`config.mk`:
```
export PLATFORM = sky130hd
export DESIGN_NAME = pwm_brm_dac_generator
export DESIGN_NICKNAME = d
export VERILOG_FILES = /design/src/verilog/pwm_brm_pkg.sv /design/src/verilog/pwm_brm_dac_generator.sv /design/src/verilog/dac_channel.sv
export SDC_FILE = /design/constraint.sdc
export NUM_CORES = 1
export LEC_CHECK = 0
export BUFFER_PORTS_ARGS = -buffer_cell sky130_fd_sc_hd__buf_2
export CAP_MARGIN = 5
export CORE_MARGIN = 2
export CORE_UTILIZATION = 30
export CTS_CLUSTER_DIAMETER = 40
export CTS_CLUSTER_SIZE = 30
export DETAILED_ROUTE_END_ITERATION = 12
export PLACE_DENSITY = 0.5
export REMOVE_ABC_BUFFERS = 1
export SYNTH_ARGS = -nofsm -noshare
export SYNTH_HDL_FRONTEND = slang
export SYNTH_SLANG_ARGS = --single-unit
```
`constraint.sdc`:
```
create_clock -name CLK -period 4.6 [get_ports CLK]
set_input_delay 0.92 -clock CLK [delete_from_list [all_inputs] [get_ports CLK]]
set_output_delay 0.92 -clock CLK [all_outputs]
set_load 0.005 [all_outputs]
```
`src/verilog/pwm_brm_pkg.sv`:
```
// Shared constants of the pulse width / rate multiplier generator
`default_nettype none
package pwm_brm_pkg;
	// ==========================================================
	// Counter and field widths
	localparam int CNT_W = 10;
	localparam int LOW_W = 6;
	localparam int PER_W = 4;
	localparam int WEIGHT_W = 6;
	localparam int BRM_W = 4;
	localparam logic [5:0] LOW_MAX = 6'h3f;
	localparam logic [5:0] LOW_ZERO = 6'h00;
	localparam logic [9:0] CNT_RESET = 10'h000;
	localparam logic [9:0] CNT_STEP = 10'h001;
	// ==========================================================
	// Period selection codes of the rate multiplier
	localparam logic [3:0] PER_EIGHT = 4'h8;
	localparam logic [2:0] PER_MOD8_FOUR = 3'h4;
	localparam logic [1:0] PER_MOD4_TWO = 2'h2;
	localparam logic [3:0] PER_LAST = 4'hf;
	// ==========================================================
	// Register layout
	localparam int WREG_ONE_BIT = 7;
	localparam int INV_BIT = 6;
	localparam logic [7:0] WREG_RESET = 8'h80;
	localparam logic [5:0] WEIGHT_RESET = 6'h00;
	localparam logic [3:0] BRM_RESET = 4'h0;
	localparam int IDX_W = 10;
	localparam int ADR_W = 12;
	localparam logic [9:0] IDX_PAIR_BASE = 10'h04d;
	localparam int PAIR_STRIDE = 3;
	localparam logic [9:0] IDX_STATUS = 10'h04c;
	localparam int STAT_CNT_LSB = 16;
endpackage
`default_nettype wire

```
`src/verilog/pwm_brm_dac_generator.sv`:
```
// Multi-channel 10-bit pulse generator with Wishbone register slave
//
// Added by the designer: the Wishbone register port and the placing of the registers.
`timescale 1ns/1ps
`default_nettype none
module pwm_brm_dac_generator
	import pwm_brm_pkg::*;
#(
	parameter int NCH = 2
)(
	// Clock and reset
	input wire logic CLK,
	input wire logic RESETN,
	// Wishbone slave
	input wire logic CYC_I,
	input wire logic STB_I,
	input wire logic WE_I,
	input wire logic [ADR_W-1:0] ADR_I,
	input wire logic [3:0] SEL_I,
	input wire logic [31:0] DAT_I,
	output logic [31:0] DAT_O,
	output logic ACK_O,
	// Generator pins
	output logic [NCH-1:0] PWM_OUT
);
	// ==========================================================
	// Parameter check
	generate
		if (NCH < 2 || NCH > 16 || (NCH % 2) != 0) begin : g_bad
			$error("NCH must be even, 2 to 16");
		end
	endgenerate

	// ==========================================================
	// Shared counter
	logic [CNT_W-1:0] cnt;
	logic [CNT_W-1:0] next_cnt;
	logic [LOW_W-1:0] low;
	logic [PER_W-1:0] period;

	// Free-running increment, wraps at 1024
	always_comb begin
		next_cnt = CNT_W'(cnt + CNT_STEP);
	end

	// Counter register
	always_ff @(posedge CLK) begin
		if (!RESETN) begin
			cnt <= CNT_RESET;
		end else begin
			cnt <= next_cnt;
		end
	end

	// Low bits give the pulse position, high bits the period number
	assign low = cnt[LOW_W-1:0];
	assign period = cnt[CNT_W-1:LOW_W];

	// ==========================================================
	// Bus access decode
	logic [IDX_W-1:0] idx;
	logic acc;
	logic wr;
	logic next_ack;
	logic [31:0] next_dat;

	// One access per request; a second edge with ack high is not taken
	assign idx = ADR_I[ADR_W-1:2];
	assign acc = CYC_I && STB_I && !ACK_O;
	assign wr = acc && WE_I && SEL_I[0];

	// ==========================================================
	// Per-channel registers
	logic [WEIGHT_W-1:0] weight [NCH];
	logic [BRM_W-1:0] brm [NCH];
	logic [NCH-1:0] output_inversion;
	logic [NCH-1:0] w_hit;
	logic [NCH-1:0] b_hit;

	// Register offsets inside one pair: multiplier byte, then the odd channel's weight
	localparam int BRM_OFS = 1;
	localparam int ODD_OFS = 2;

	generate
		for (genvar k = 0; k < NCH; k++) begin : g_ch
			localparam logic [IDX_W-1:0] W_IDX =
				IDX_W'(IDX_PAIR_BASE + PAIR_STRIDE * (k / 2) + ODD_OFS * (k % 2));
			localparam logic [IDX_W-1:0] B_IDX =
				IDX_W'(IDX_PAIR_BASE + PAIR_STRIDE * (k / 2) + BRM_OFS);
			localparam int NIB = BRM_W * (k % 2);
			logic [WEIGHT_W-1:0] next_weight;
			logic [BRM_W-1:0] next_brm;
			logic next_inv;

			assign w_hit[k] = (idx == W_IDX);
			assign b_hit[k] = (idx == B_IDX);

			// Software writes to the weight and shared multiplier bytes
			always_comb begin
				next_weight = weight[k];
				next_inv = output_inversion[k];
				next_brm = brm[k];
				if (wr && w_hit[k]) begin
					next_weight = DAT_I[WEIGHT_W-1:0];
					next_inv = DAT_I[INV_BIT];
				end
				if (wr && b_hit[k]) begin
					next_brm = DAT_I[NIB +: BRM_W];
				end
			end

			// Channel settings registers
			always_ff @(posedge CLK) begin
				if (!RESETN) begin
					weight[k] <= WEIGHT_RESET;
					output_inversion[k] <= 1'b0;
					brm[k] <= BRM_RESET;
				end else begin
					weight[k] <= next_weight;
					output_inversion[k] <= next_inv;
					brm[k] <= next_brm;
				end
			end

			// Output generator of this channel
			dac_channel u_ch (
				.clk(CLK),
				.resetn(RESETN),
				.low(low),
				.period(period),
				.weight(weight[k]),
				.brm(brm[k]),
				.output_inversion(output_inversion[k]),
				.pwm_out(PWM_OUT[k])
			);
		end
	endgenerate

	// ==========================================================
	// Read data and acknowledge
	always_comb begin
		next_ack = acc;
		next_dat = 32'h0000_0000;
		if (acc && !WE_I) begin
			for (int k = 0; k < NCH; k++) begin
				if (w_hit[k]) begin
					next_dat[WREG_ONE_BIT] = 1'b1;
					next_dat[INV_BIT] = output_inversion[k];
					next_dat[WEIGHT_W-1:0] = weight[k];
				end
				if (b_hit[k]) begin
					next_dat[BRM_W * (k % 2) +: BRM_W] = brm[k];
				end
			end
			if (idx == IDX_STATUS) begin
				next_dat[STAT_CNT_LSB +: CNT_W] = cnt;
				next_dat[NCH-1:0] = PWM_OUT;
			end
		end
	end

	// Bus answer registers; unmapped reads return zero
	always_ff @(posedge CLK) begin
		if (!RESETN) begin
			ACK_O <= 1'b0;
			DAT_O <= 32'h0000_0000;
		end else begin
			ACK_O <= next_ack;
			DAT_O <= next_dat;
		end
	end
endmodule
`default_nettype wire

```
`src/verilog/dac_channel.sv`:
```
// One output channel: set at roll-over, clear at weight match, widened periods
`timescale 1ns/1ps
`default_nettype none
module dac_channel
	import pwm_brm_pkg::*;
(
	// Clock and reset
	input wire logic clk,
	input wire logic resetn,
	// Shared counter slices
	input wire logic [LOW_W-1:0] low,
	input wire logic [PER_W-1:0] period,
	// Channel settings
	input wire logic [WEIGHT_W-1:0] weight,
	input wire logic [BRM_W-1:0] brm,
	input wire logic output_inversion,
	// Pin level
	output logic pwm_out
);
	// ==========================================================
	// Widening selection
	logic [PER_W-1:0] next_period;
	logic sel;
	logic extra;
	logic level;
	logic next_level;

	// Period that follows the current one, and whether it is widened
	always_comb begin
		next_period = PER_W'(period + 4'h1);
		sel = (brm[0] && next_period == PER_EIGHT)
			|| (brm[1] && next_period[2:0] == PER_MOD8_FOUR)
			|| (brm[2] && next_period[1:0] == PER_MOD4_TWO)
			|| (brm[3] && next_period[0]);
		// Extra clock sits just before the ordinary pulse start
		extra = (low == LOW_MAX) && sel;
	end

	// ==========================================================
	// Level: set on roll-over, clear on match
	always_comb begin
		next_level = level;
		if (extra) begin
			next_level = 1'b1;
		end else if (low == weight) begin
			next_level = 1'b0;
		end else if (low == LOW_ZERO) begin
			next_level = 1'b1;
		end
	end

	// Level and pin registers; pin low under reset
	always_ff @(posedge clk) begin
		if (!resetn) begin
			level <= 1'b0;
			pwm_out <= 1'b0;
		end else begin
			level <= next_level;
			pwm_out <= next_level ^ output_inversion;
		end
	end
endmodule
`default_nettype wire

```
* Word level (Yosys, flattened, before mapping)
Memory sizes are Yosys's and may differ from the RTL's.
Index checks and enable logic that the tools add are counted.
Widths: inputs -> output; s select.
** Storage, ports and cells
- Memories kept :: 2
- RAM bits :: 20
- Register bits :: 49
** Memories
- weight :: depth 2, bits a word 6, rd ports 2, clocked after Yosys merged registers in 0, write ports 2, line pwm_brm_dac_generator.sv:74 : logic [WEIGHT_W-1:0] weight [NCH];
- brm :: depth 2, bits a word 4, rd ports 2, clocked after Yosys merged registers in 0, write ports 2, line pwm_brm_dac_generator.sv:75 : logic [BRM_W-1:0] brm [NCH];
** Cells by class
- Equality and inequality tests :: 10
- $add $sub $neg :: 2
- Reductions and logical operators :: 29
- Multiplexer cells :: 21
- Bitwise gates (word level) :: 6
** Operator list (number)
- $eq 10x7->1 const B :: 4
- $mux 4 :: 6
- $mux 6 :: 4
- $logic_and 1x1->1 :: 18
- $mux 8 :: 2
- $eq 6x6->1 :: 2
- $add 10x1->10 const B :: 1
- $mux 1 :: 8
- $eq 6x6->1 const B :: 1
- $logic_not 6->1 :: 1
- $logic_or 1x1->1 :: 6
- $add 4x1->4 const B :: 1
- $eq 4x4->1 const B :: 1
- $or 1x1->1 :: 4
- $eq 3x3->1 const B :: 1
- $reduce_and 3->1 :: 1
- $eq 2x2->1 const B :: 1
- $logic_not 1->1 :: 2
- $mux 2 :: 1
- $reduce_and 2->1 :: 1
- $xor 1x1->1 :: 2

* Longest topological paths before layout
Gate-level depths: netlist of run 1.
- Depth in word-level cells :: 9
- Mapped depth :: 6

* Hierarchy
A second synthesis of run 1 with hierarchy kept.
** Second synthesis, totals
- Cells, all modules :: 275
- Area total of the unflattened synthesis :: 2585.0 µm²
** Modules (own cells, without submodules)
- pwm_brm_dac_generator :: instances 1, area each 2162.1 µm², cells an instance 223, seq. area each 1021.0 µm²
- dac_channel :: instances 2, area each 211.5 µm², cells an instance 26, seq. area each 40.0 µm²

* Worst setup path after synthesis of run 1
No wires, ideal clock.
- Kind :: input to register
- Start point :: input port ADR_I[9]
- End point :: register DAT_O[1]
- Buffers on the path :: 1
- Required time :: 4.500 ns
- Stages :: 5
- Data arrival time :: 2.409 ns
- Path slack :: 2.092 ns
- Path through :: or4b_4 -> or2_0 -> or3_1 -> buf_2 -> a2111oi_4
** Between the ends
- Word-level cells in the longest chain between the ends :: 5
- Elaborated cells on any way between the ends :: 8
- Those cells by class :: eq/ne: 4; mux: 4
** Ends and longest elaborated chain
- start: declaration :: line pwm_brm_dac_generator.sv:18 : input wire logic [ADR_W-1:0] ADR_I,
- $eq 10x7->1 :: line pwm_brm_dac_generator.sv:95 : assign w_hit[k] = (idx == W_IDX);
- $mux 8 :: line pwm_brm_dac_generator.sv:146 : if (w_hit[k]) begin
- $mux 4 :: line pwm_brm_dac_generator.sv:151 : if (b_hit[k]) begin
- $mux 8 :: line pwm_brm_dac_generator.sv:146
- $mux 2 (*) :: line pwm_brm_dac_generator.sv:155 : if (idx == IDX_STATUS) begin
- end signal: assignment :: line pwm_brm_dac_generator.sv:169 : DAT_O <= next_dat;
- end: declaration :: line pwm_brm_dac_generator.sv:21 : output logic [31:0] DAT_O,
Every way passes the cells marked *; elsewhere a longest branch is shown, timed or not.
A chain may end at the register's enable or synchronous reset.

==> impl_metrics.yaml, run 1 <==
clock_network:
  cts-buffers-inserted: 5
  path_clk_slew_ps: 100
  clock_latency_ps: 310
  clockBufferDepth: 2
  cts_resized: 0
  htree_levels: 2
  clkSinkCount: 55
  cts_tree: "built"
  ctsHoldBuffers: 0
  cts_setup_buffers: 0
  cts-root-buf: "clkbuf_8"
timing:
  drv_slew: 0
  worst_pin_slew_ps: 676
  period_needed_ps: 2740
  finalCritPeriodShare_pct: 59.5
  fmax_mhz: 365
  maxSlewHeadroom_pct: 54.8
  rsz0062_at_grt: "false"
  hold_viol: 0
  fin_tns_setup_ps: 0
  finalSetupViolations: 0
  worst_clock_skew_ps: 9.51
finish:
  fillers: 862
  nNetsFinal: 342
  final_cell_mix: "dfxtp_1 (55), buf_2 (44), mux2i_1 (24), nor2b_1 (24), and2_1 (17)"
  syn_to_final_growth_pct: 12.3
  drive_gt1_share_pct: 21.5
  regArea_mm2: 0.00110
  diodes: 0
  multi_input_area_mm2: 0.00127
  layout_commonest_cell: "dfxtp_1"
  stdcell_area_mm2: 0.00283
synthesis:
  synth_seq_cells: 55
  syn_area_mm2: 0.00252
  ys_seq_area_share_pct: 43.7
  synth_top_area_share_pct: 43.7
  yosys_warnings: 0
  netlist-cell-type-count: 40
  yosys.area.top_type: "dfxtp_1"
  synth_area_leaders: "dfxtp_1 (44%), mux2i_1 (9.5%), nor2b_1 (6.0%)"
  postSynthCellCount: 254
  syn_area_per_cell_um2: 9.93
global_route:
  grt_pass1_vias: 1606
  antenna_found_initial: 0
  grt_max_degree: 38
  grt-ovfl-total: 0
  grt_usage_pct: 12.2
  grt_pass1_wl_um: 8380
route:
  wire_per_inst_um: 13.5
  via_count: 1780
  finalWirelength_um: 5300
  dr.pass1.iters: 4
  drtIter0Drc: 45
  via_per_inst: 4.53
  postRouteAntennaNets: 0
  drcViolationCount: 0
placed_design:
  hpwl_um: 3860
  place.gp.congestion: 0.752
  io_buffers: 44
  place_area_mm2: 0.00274
power:
  finalPower_w: 0.000808
  cellLeakagePower_nw: 1.28
  internal-power_w: 0.000615
  swShare_pct: 23.9
  powerDensity_mw_per_mm2: 285
  p_sw_w: 0.000193
  seqPwrFrac_pct: 60.5
  p_clk_share_pct: 32.5
  power_frac_comb_pct: 7.0
  ir_drop_mv: 0.140
flow_run:
  cap_violations: 0
setup_path:
  worstPathRequired_ps: 4810
  end_kind: "flop"
  crit_type: "in -> reg"
  arrival_ps: 2950
  cp-start-kind: "input port"
  crit_fanout: 8
worst_hold_path:
  hold_path.class: "reg -> reg"
floorplan:
  io_pins: 88
  num_rows: 33
  start_util_pct: 30.8
  dieArea_mm2: 0.00915
  coreArea_mm2: 0.00818
  die_x_um: 95.7
  die_h_um: 95.7
outcome:
  outcome: "finished clean"
==> per-layer routing <==
| metal | share of wire [%] | vias to the layer above | global-route usage [%] | routed length (um) |
|---|---|---|---|---|
| met5 | 0 | - | 0 | 0 |
| met2 | 46 | 44 | 18.8 | 2450 |
| met3 | 4.2 | 7 | 2.77 | 225 |
| li1 | - | 888 | - | - |
| met1 | 49 | 841 | 17.0 | 2570 |
| met4 | 1.0 | 0 | 3.45 | 55 |
==> critical path, stage by stage <==
cell      delay, ps
buf_2            90
or4b_4          530
nor4_2          430
nand3b_1        570
mux2i_1         340
nor2b_1          60
==> stage by stage <==
stage / utilization, % / setup slack (ps) / std cells / hold WS [ps]
floorplan: - / 2000 / 236 / 474
global placement: 33.5 / 1520 / 385 / 518
detailed placement: 33.5 / 1480 / 385 / 527
CTS: 34.6 / 1840 / 393 / 541
global route: 34.6 / 1740 / 393 / 567
finish: 34.6 / 1860 / 393 / 542
==> registers in the layout (all words and copies together) (netlist names) <==
name / count
weight: 12
ACK_O: 1
g_ch.u_ch.pwm_out: 2
DAT_O: 18
g_ch.u_ch.level: 2
output_inversion: 2
brm: 8
cnt: 10
==> cell families after synthesis <==
kind of cell,share of synthesized area (%)
other,0.149
adder cells (fa/ha/maj),0.992
XOR/XNOR,6.95
AO/OA/AOI/OAI,6.30
buffers and inverters,7.74
multiplexers,11.8
AND/OR/NAND/NOR,22.4
flip-flops,43.7
==> synthesized netlist by cell type (all sizes together) <==
| cell | number |
|---|---|
| mux2i | 24 |
| inv | 4 |
| a31oi | 2 |
| and3 | 2 |
| conb | 1 |
| a2111oi | 1 |
| nand3b | 4 |
| nor3 | 1 |
| xor2 | 7 |
| nor2b | 24 |
| or3 | 2 |
| or2 | 1 |
| nand2b | 3 |
| o21a | 2 |
| nor2 | 13 |
| a21oi | 3 |
| o221ai | 1 |
| nor3b | 2 |
| or4b | 1 |
| nor4 | 6 |
| a22oi | 5 |
| nand2 | 5 |
| buf | 21 |
| clkbuf | 10 |
| and2 | 17 |
| mux2 | 5 |
| nand3 | 7 |
| ha | 2 |
| nand4b | 1 |
| xnor2 | 13 |
| o32ai | 2 |
| a21boi | 2 |
| nand4bb | 1 |
| o21ai | 2 |
| dfxtp | 55 |
| nand4 | 2 |
==> final cells by class <==
type	count	area share (%)
inverters	4	0.531
multi-input cells	177	45.0
flip-flops and latches	55	38.9
clock inverters	3	0.707
clock buffers	5	2.43
repair buffers	44	7.78
well taps	105	4.64
==> power groups by stage <==
stage / Sequential (W) / Combinational [W] / Clock, W
after floorplan: 0.000499 / 0.0000292 / 0
after global placement: 0.000500 / 0.0000566 / 0
after detailed placement: 0.000500 / 0.0000571 / 0
after CTS: 0.000489 / 0.0000574 / 0.000280
after global routing: 0.000490 / 0.0000641 / 0.000296
final: 0.000489 / 0.0000569 / 0.000262
==> final timing paths <==
kind	startpoint	endpoint	slack (ps)	cells after the start
min reg2reg	cnt[9]	DAT_O[25]	540	1
max reg2reg	ACK_O	brm[0][1]	2670	5
max	ADR_I[9]	brm[0][1]	1860	6
min	cnt[9]	DAT_O[25]	540	1
Note: power is estimated with default switching activity, not from simulation.
==> inputs of run 2 (changes only) <==
--- a/config.mk
+++ b/config.mk
@@ -5,6 +5,7 @@
 export SDC_FILE = /design/constraint.sdc
 export NUM_CORES = 1
 export LEC_CHECK = 0
+export ABC_AREA = 1
 export BUFFER_PORTS_ARGS = -buffer_cell sky130_fd_sc_hd__buf_2
 export CAP_MARGIN = 5
 export CORE_MARGIN = 2
@@ -12,7 +13,7 @@
 export CTS_CLUSTER_DIAMETER = 40
 export CTS_CLUSTER_SIZE = 30
 export DETAILED_ROUTE_END_ITERATION = 12
-export PLACE_DENSITY = 0.5
+export PLACE_DENSITY = 0.49
 export REMOVE_ABC_BUFFERS = 1
 export SYNTH_ARGS = -nofsm -noshare
 export SYNTH_HDL_FRONTEND = slang
==> constraint.sdc (replaced) <==
create_clock -name CLK -period 2.6 [get_ports CLK]
set_input_delay 0.52 -clock CLK [delete_from_list [all_inputs] [get_ports CLK]]
set_output_delay 0.52 -clock CLK [all_outputs]
set_load 0.005 [all_outputs]
==> impl_metrics.yaml, run 2 <==
synthesis:
  synth_ff_type: "dfxtp_1"
  syn_area_per_cell_um2: 7.15
  ys_seq_area_share_pct: 42.2
  synthArstFlopShare_pct: 0
  synth_edf_count: 0
  yosysMostFrequentCell: "nand2_1"
  synth_top_area_share_pct: 42.2
  yosys.area.top_type: "dfxtp_1"
  yosys_warnings: 0
  netlist-cell-type-count: 26
  synth_seq_cells: 55
  yosys-top-cells-count: "nand2_1 (64), nor2_1 (58), dfxtp_1 (55)"
  synth_area_leaders: "dfxtp_1 (42%), nand2_1 (9.2%), nor2_1 (8.3%)"
  postSynthCellCount: 365
  syn_area_mm2: 0.00261
global_route:
  grt_usage_pct: 14.0
  grt_pass1_wl_um: 10600
  grt_pass1_vias: 2100
  grt-ovfl-total: 0
  antenna_found_initial: 0
  grt_max_degree: 30
floorplan:
  die_h_um: 97.3
  start_util_pct: 30.4
  dieArea_mm2: 0.00946
  die_x_um: 97.3
  coreArea_mm2: 0.00859
  num_rows: 34
  io_pins: 88
clock_network:
  cts_setup_buffers: 0
  cts_resized: 0
  cts_tree: "built"
  clockBufferDepth: 2
  cts-root-buf: "clkbuf_8"
  htree_levels: 2
  path_clk_slew_ps: 100
  ctsHoldBuffers: 0
  clock_latency_ps: 300
  clkSinkCount: 55
  cts-buffers-inserted: 5
worst_hold_path:
  hp-start: "DAT_I[7]"
  holdPathEnd: "brm[1][3]"
  hold_depth: 3
  hold_path.class: "in -> reg"
timing:
  rsz0062_at_grt: "false"
  fmax_mhz: 635
  finalSetupViolations: 0
  finalCritPeriodShare_pct: 60.5
  worst_clock_skew_ps: 8.98
  hold_viol: 0
  period_needed_ps: 1570
  drv_slew: 0
  postLayoutSetupSlackWorst_ps: 1030
  fin_tns_setup_ps: 0
placed_design:
  place_ws_ps: 819
  place.gp.congestion: 0.821
  io_buffers: 44
  hpwl_um: 5020
finish:
  top_register: "DAT_O"
  multi_input_area_mm2: 0.00119
  syn_to_final_growth_pct: 12.5
  largest_reg_flops: 18
  layout_commonest_cell: "nand2_1"
  regArea_mm2: 0.00110
  reg_top3: "DAT_O x18, weight x12, cnt x10"
  diodes: 0
  final_cell_mix: "nand2_1 (64), nor2_1 (58), dfxtp_1 (55)"
  fillers: 971
  drive_gt1_share_pct: 18.4
  nNetsFinal: 464
setup_path:
  end_kind: "flop"
  worst-r2r-setup-slack_ps: 1030
  reg2reg_depth: 7
  rr_startpoint: "cnt[0]"
  cp-start-kind: "flop"
  r2r_end: "g_ch[0].u_ch.pwm_out"
  crit_fanout: 7
  arrival_ps: 1800
  worstPathRequired_ps: 2830
  crit_type: "reg -> reg"
route:
  via_count: 2307
  drcViolationCount: 0
  wire_per_inst_um: 12.7
  via_per_inst: 4.47
  postRouteAntennaNets: 0
  dr.pass1.iters: 5
  finalWirelength_um: 6530
  drtIter0Drc: 137
outcome:
  outcome: "finished clean"
power:
  cellLeakagePower_nw: 1.28
  powerDensity_mw_per_mm2: 486
  ir_drop_mv: 0.185
flow_run:
  cap_violations: 0
==> run 2: cell families after synthesis <==
family	count (synthesis)	share of synthesized area (%)
flops	55	42.2
compound gates	65	12.6
simple gates	168	30.2
fa+ha+maj	2	0.959
buf+inv	74	14.0
other cells	1	0.144
==> run 2: metal layers <==
metal  GRT usage, %  wire length (um)  up-vias
met1           19.0              3050     1020
met5              0                 0        -
met2           23.2              3010       69
li1               -                 -     1213
met4           2.88                62        0
met3           2.88               400        5
==> run 2: final cells by class <==
type | instances | area share [%]
clock buffers | 6 | 2.47
inverters | 52 | 6.82
multi-input cells | 249 | 40.6
flip-flops and latches | 55 | 37.5
well taps | 108 | 4.60
repair buffers | 46 | 8.01
==> run 2: worst max path at each step <==
stage / startpoint / endpoint / slack [ps] / cells past startpoint
floorplan: ADR_I[7] / brm[0][0] / 1160 / 6
global placement: ADR_I[10] / weight[0][0] / 840 / 7
detailed placement: ADR_I[10] / weight[0][3] / 820 / 7
CTS: cnt[0] / g_ch[0].u_ch.pwm_out / 980 / 7
global route: cnt[0] / g_ch[1].u_ch.pwm_out / 800 / 7
finish: cnt[0] / g_ch[0].u_ch.pwm_out / 1030 / 7
==> run 2: worst max-delay path, cell delays in order (launching register included) <==
cell     delay (ps)
dfxtp_1         440
ha_1            200
nand2_1          90
nor3_2          310
nand2_1         160
nand3_1         100
nand2_1          50
nor2_1          140
==> run 2: power breakdown <==
group	total (W)	internal (W)	leakage (nW)	switching, W
sequential	0.000861	0.000853	0.444	0.00000824
clock	0.000445	0.000181	0.0371	0.000264
combinational	0.000121	0.0000435	0.800	0.0000771
total	0.00143	0.00108	1.28	0.000349
==> run 2: per-stage QoR <==
stage | instances | util, % | total power [W] | hold WS, ps | cell area (um^2)
4_1_cts | 516 | 34.2 | 0.00145 | 471 | 2940
3_5_place_dp | 510 | 33.3 | 0.00100 | 467 | 2860
5_1_grt | 516 | 34.2 | 0.00150 | 467 | 2940
3_3_place_gp | 510 | 33.3 | 0.00100 | 465 | 2860
2_1_floorplan | 356 | - | 0.000949 | 446 | 2490
6_report | 516 | 34.2 | 0.00143 | 473 | 2940
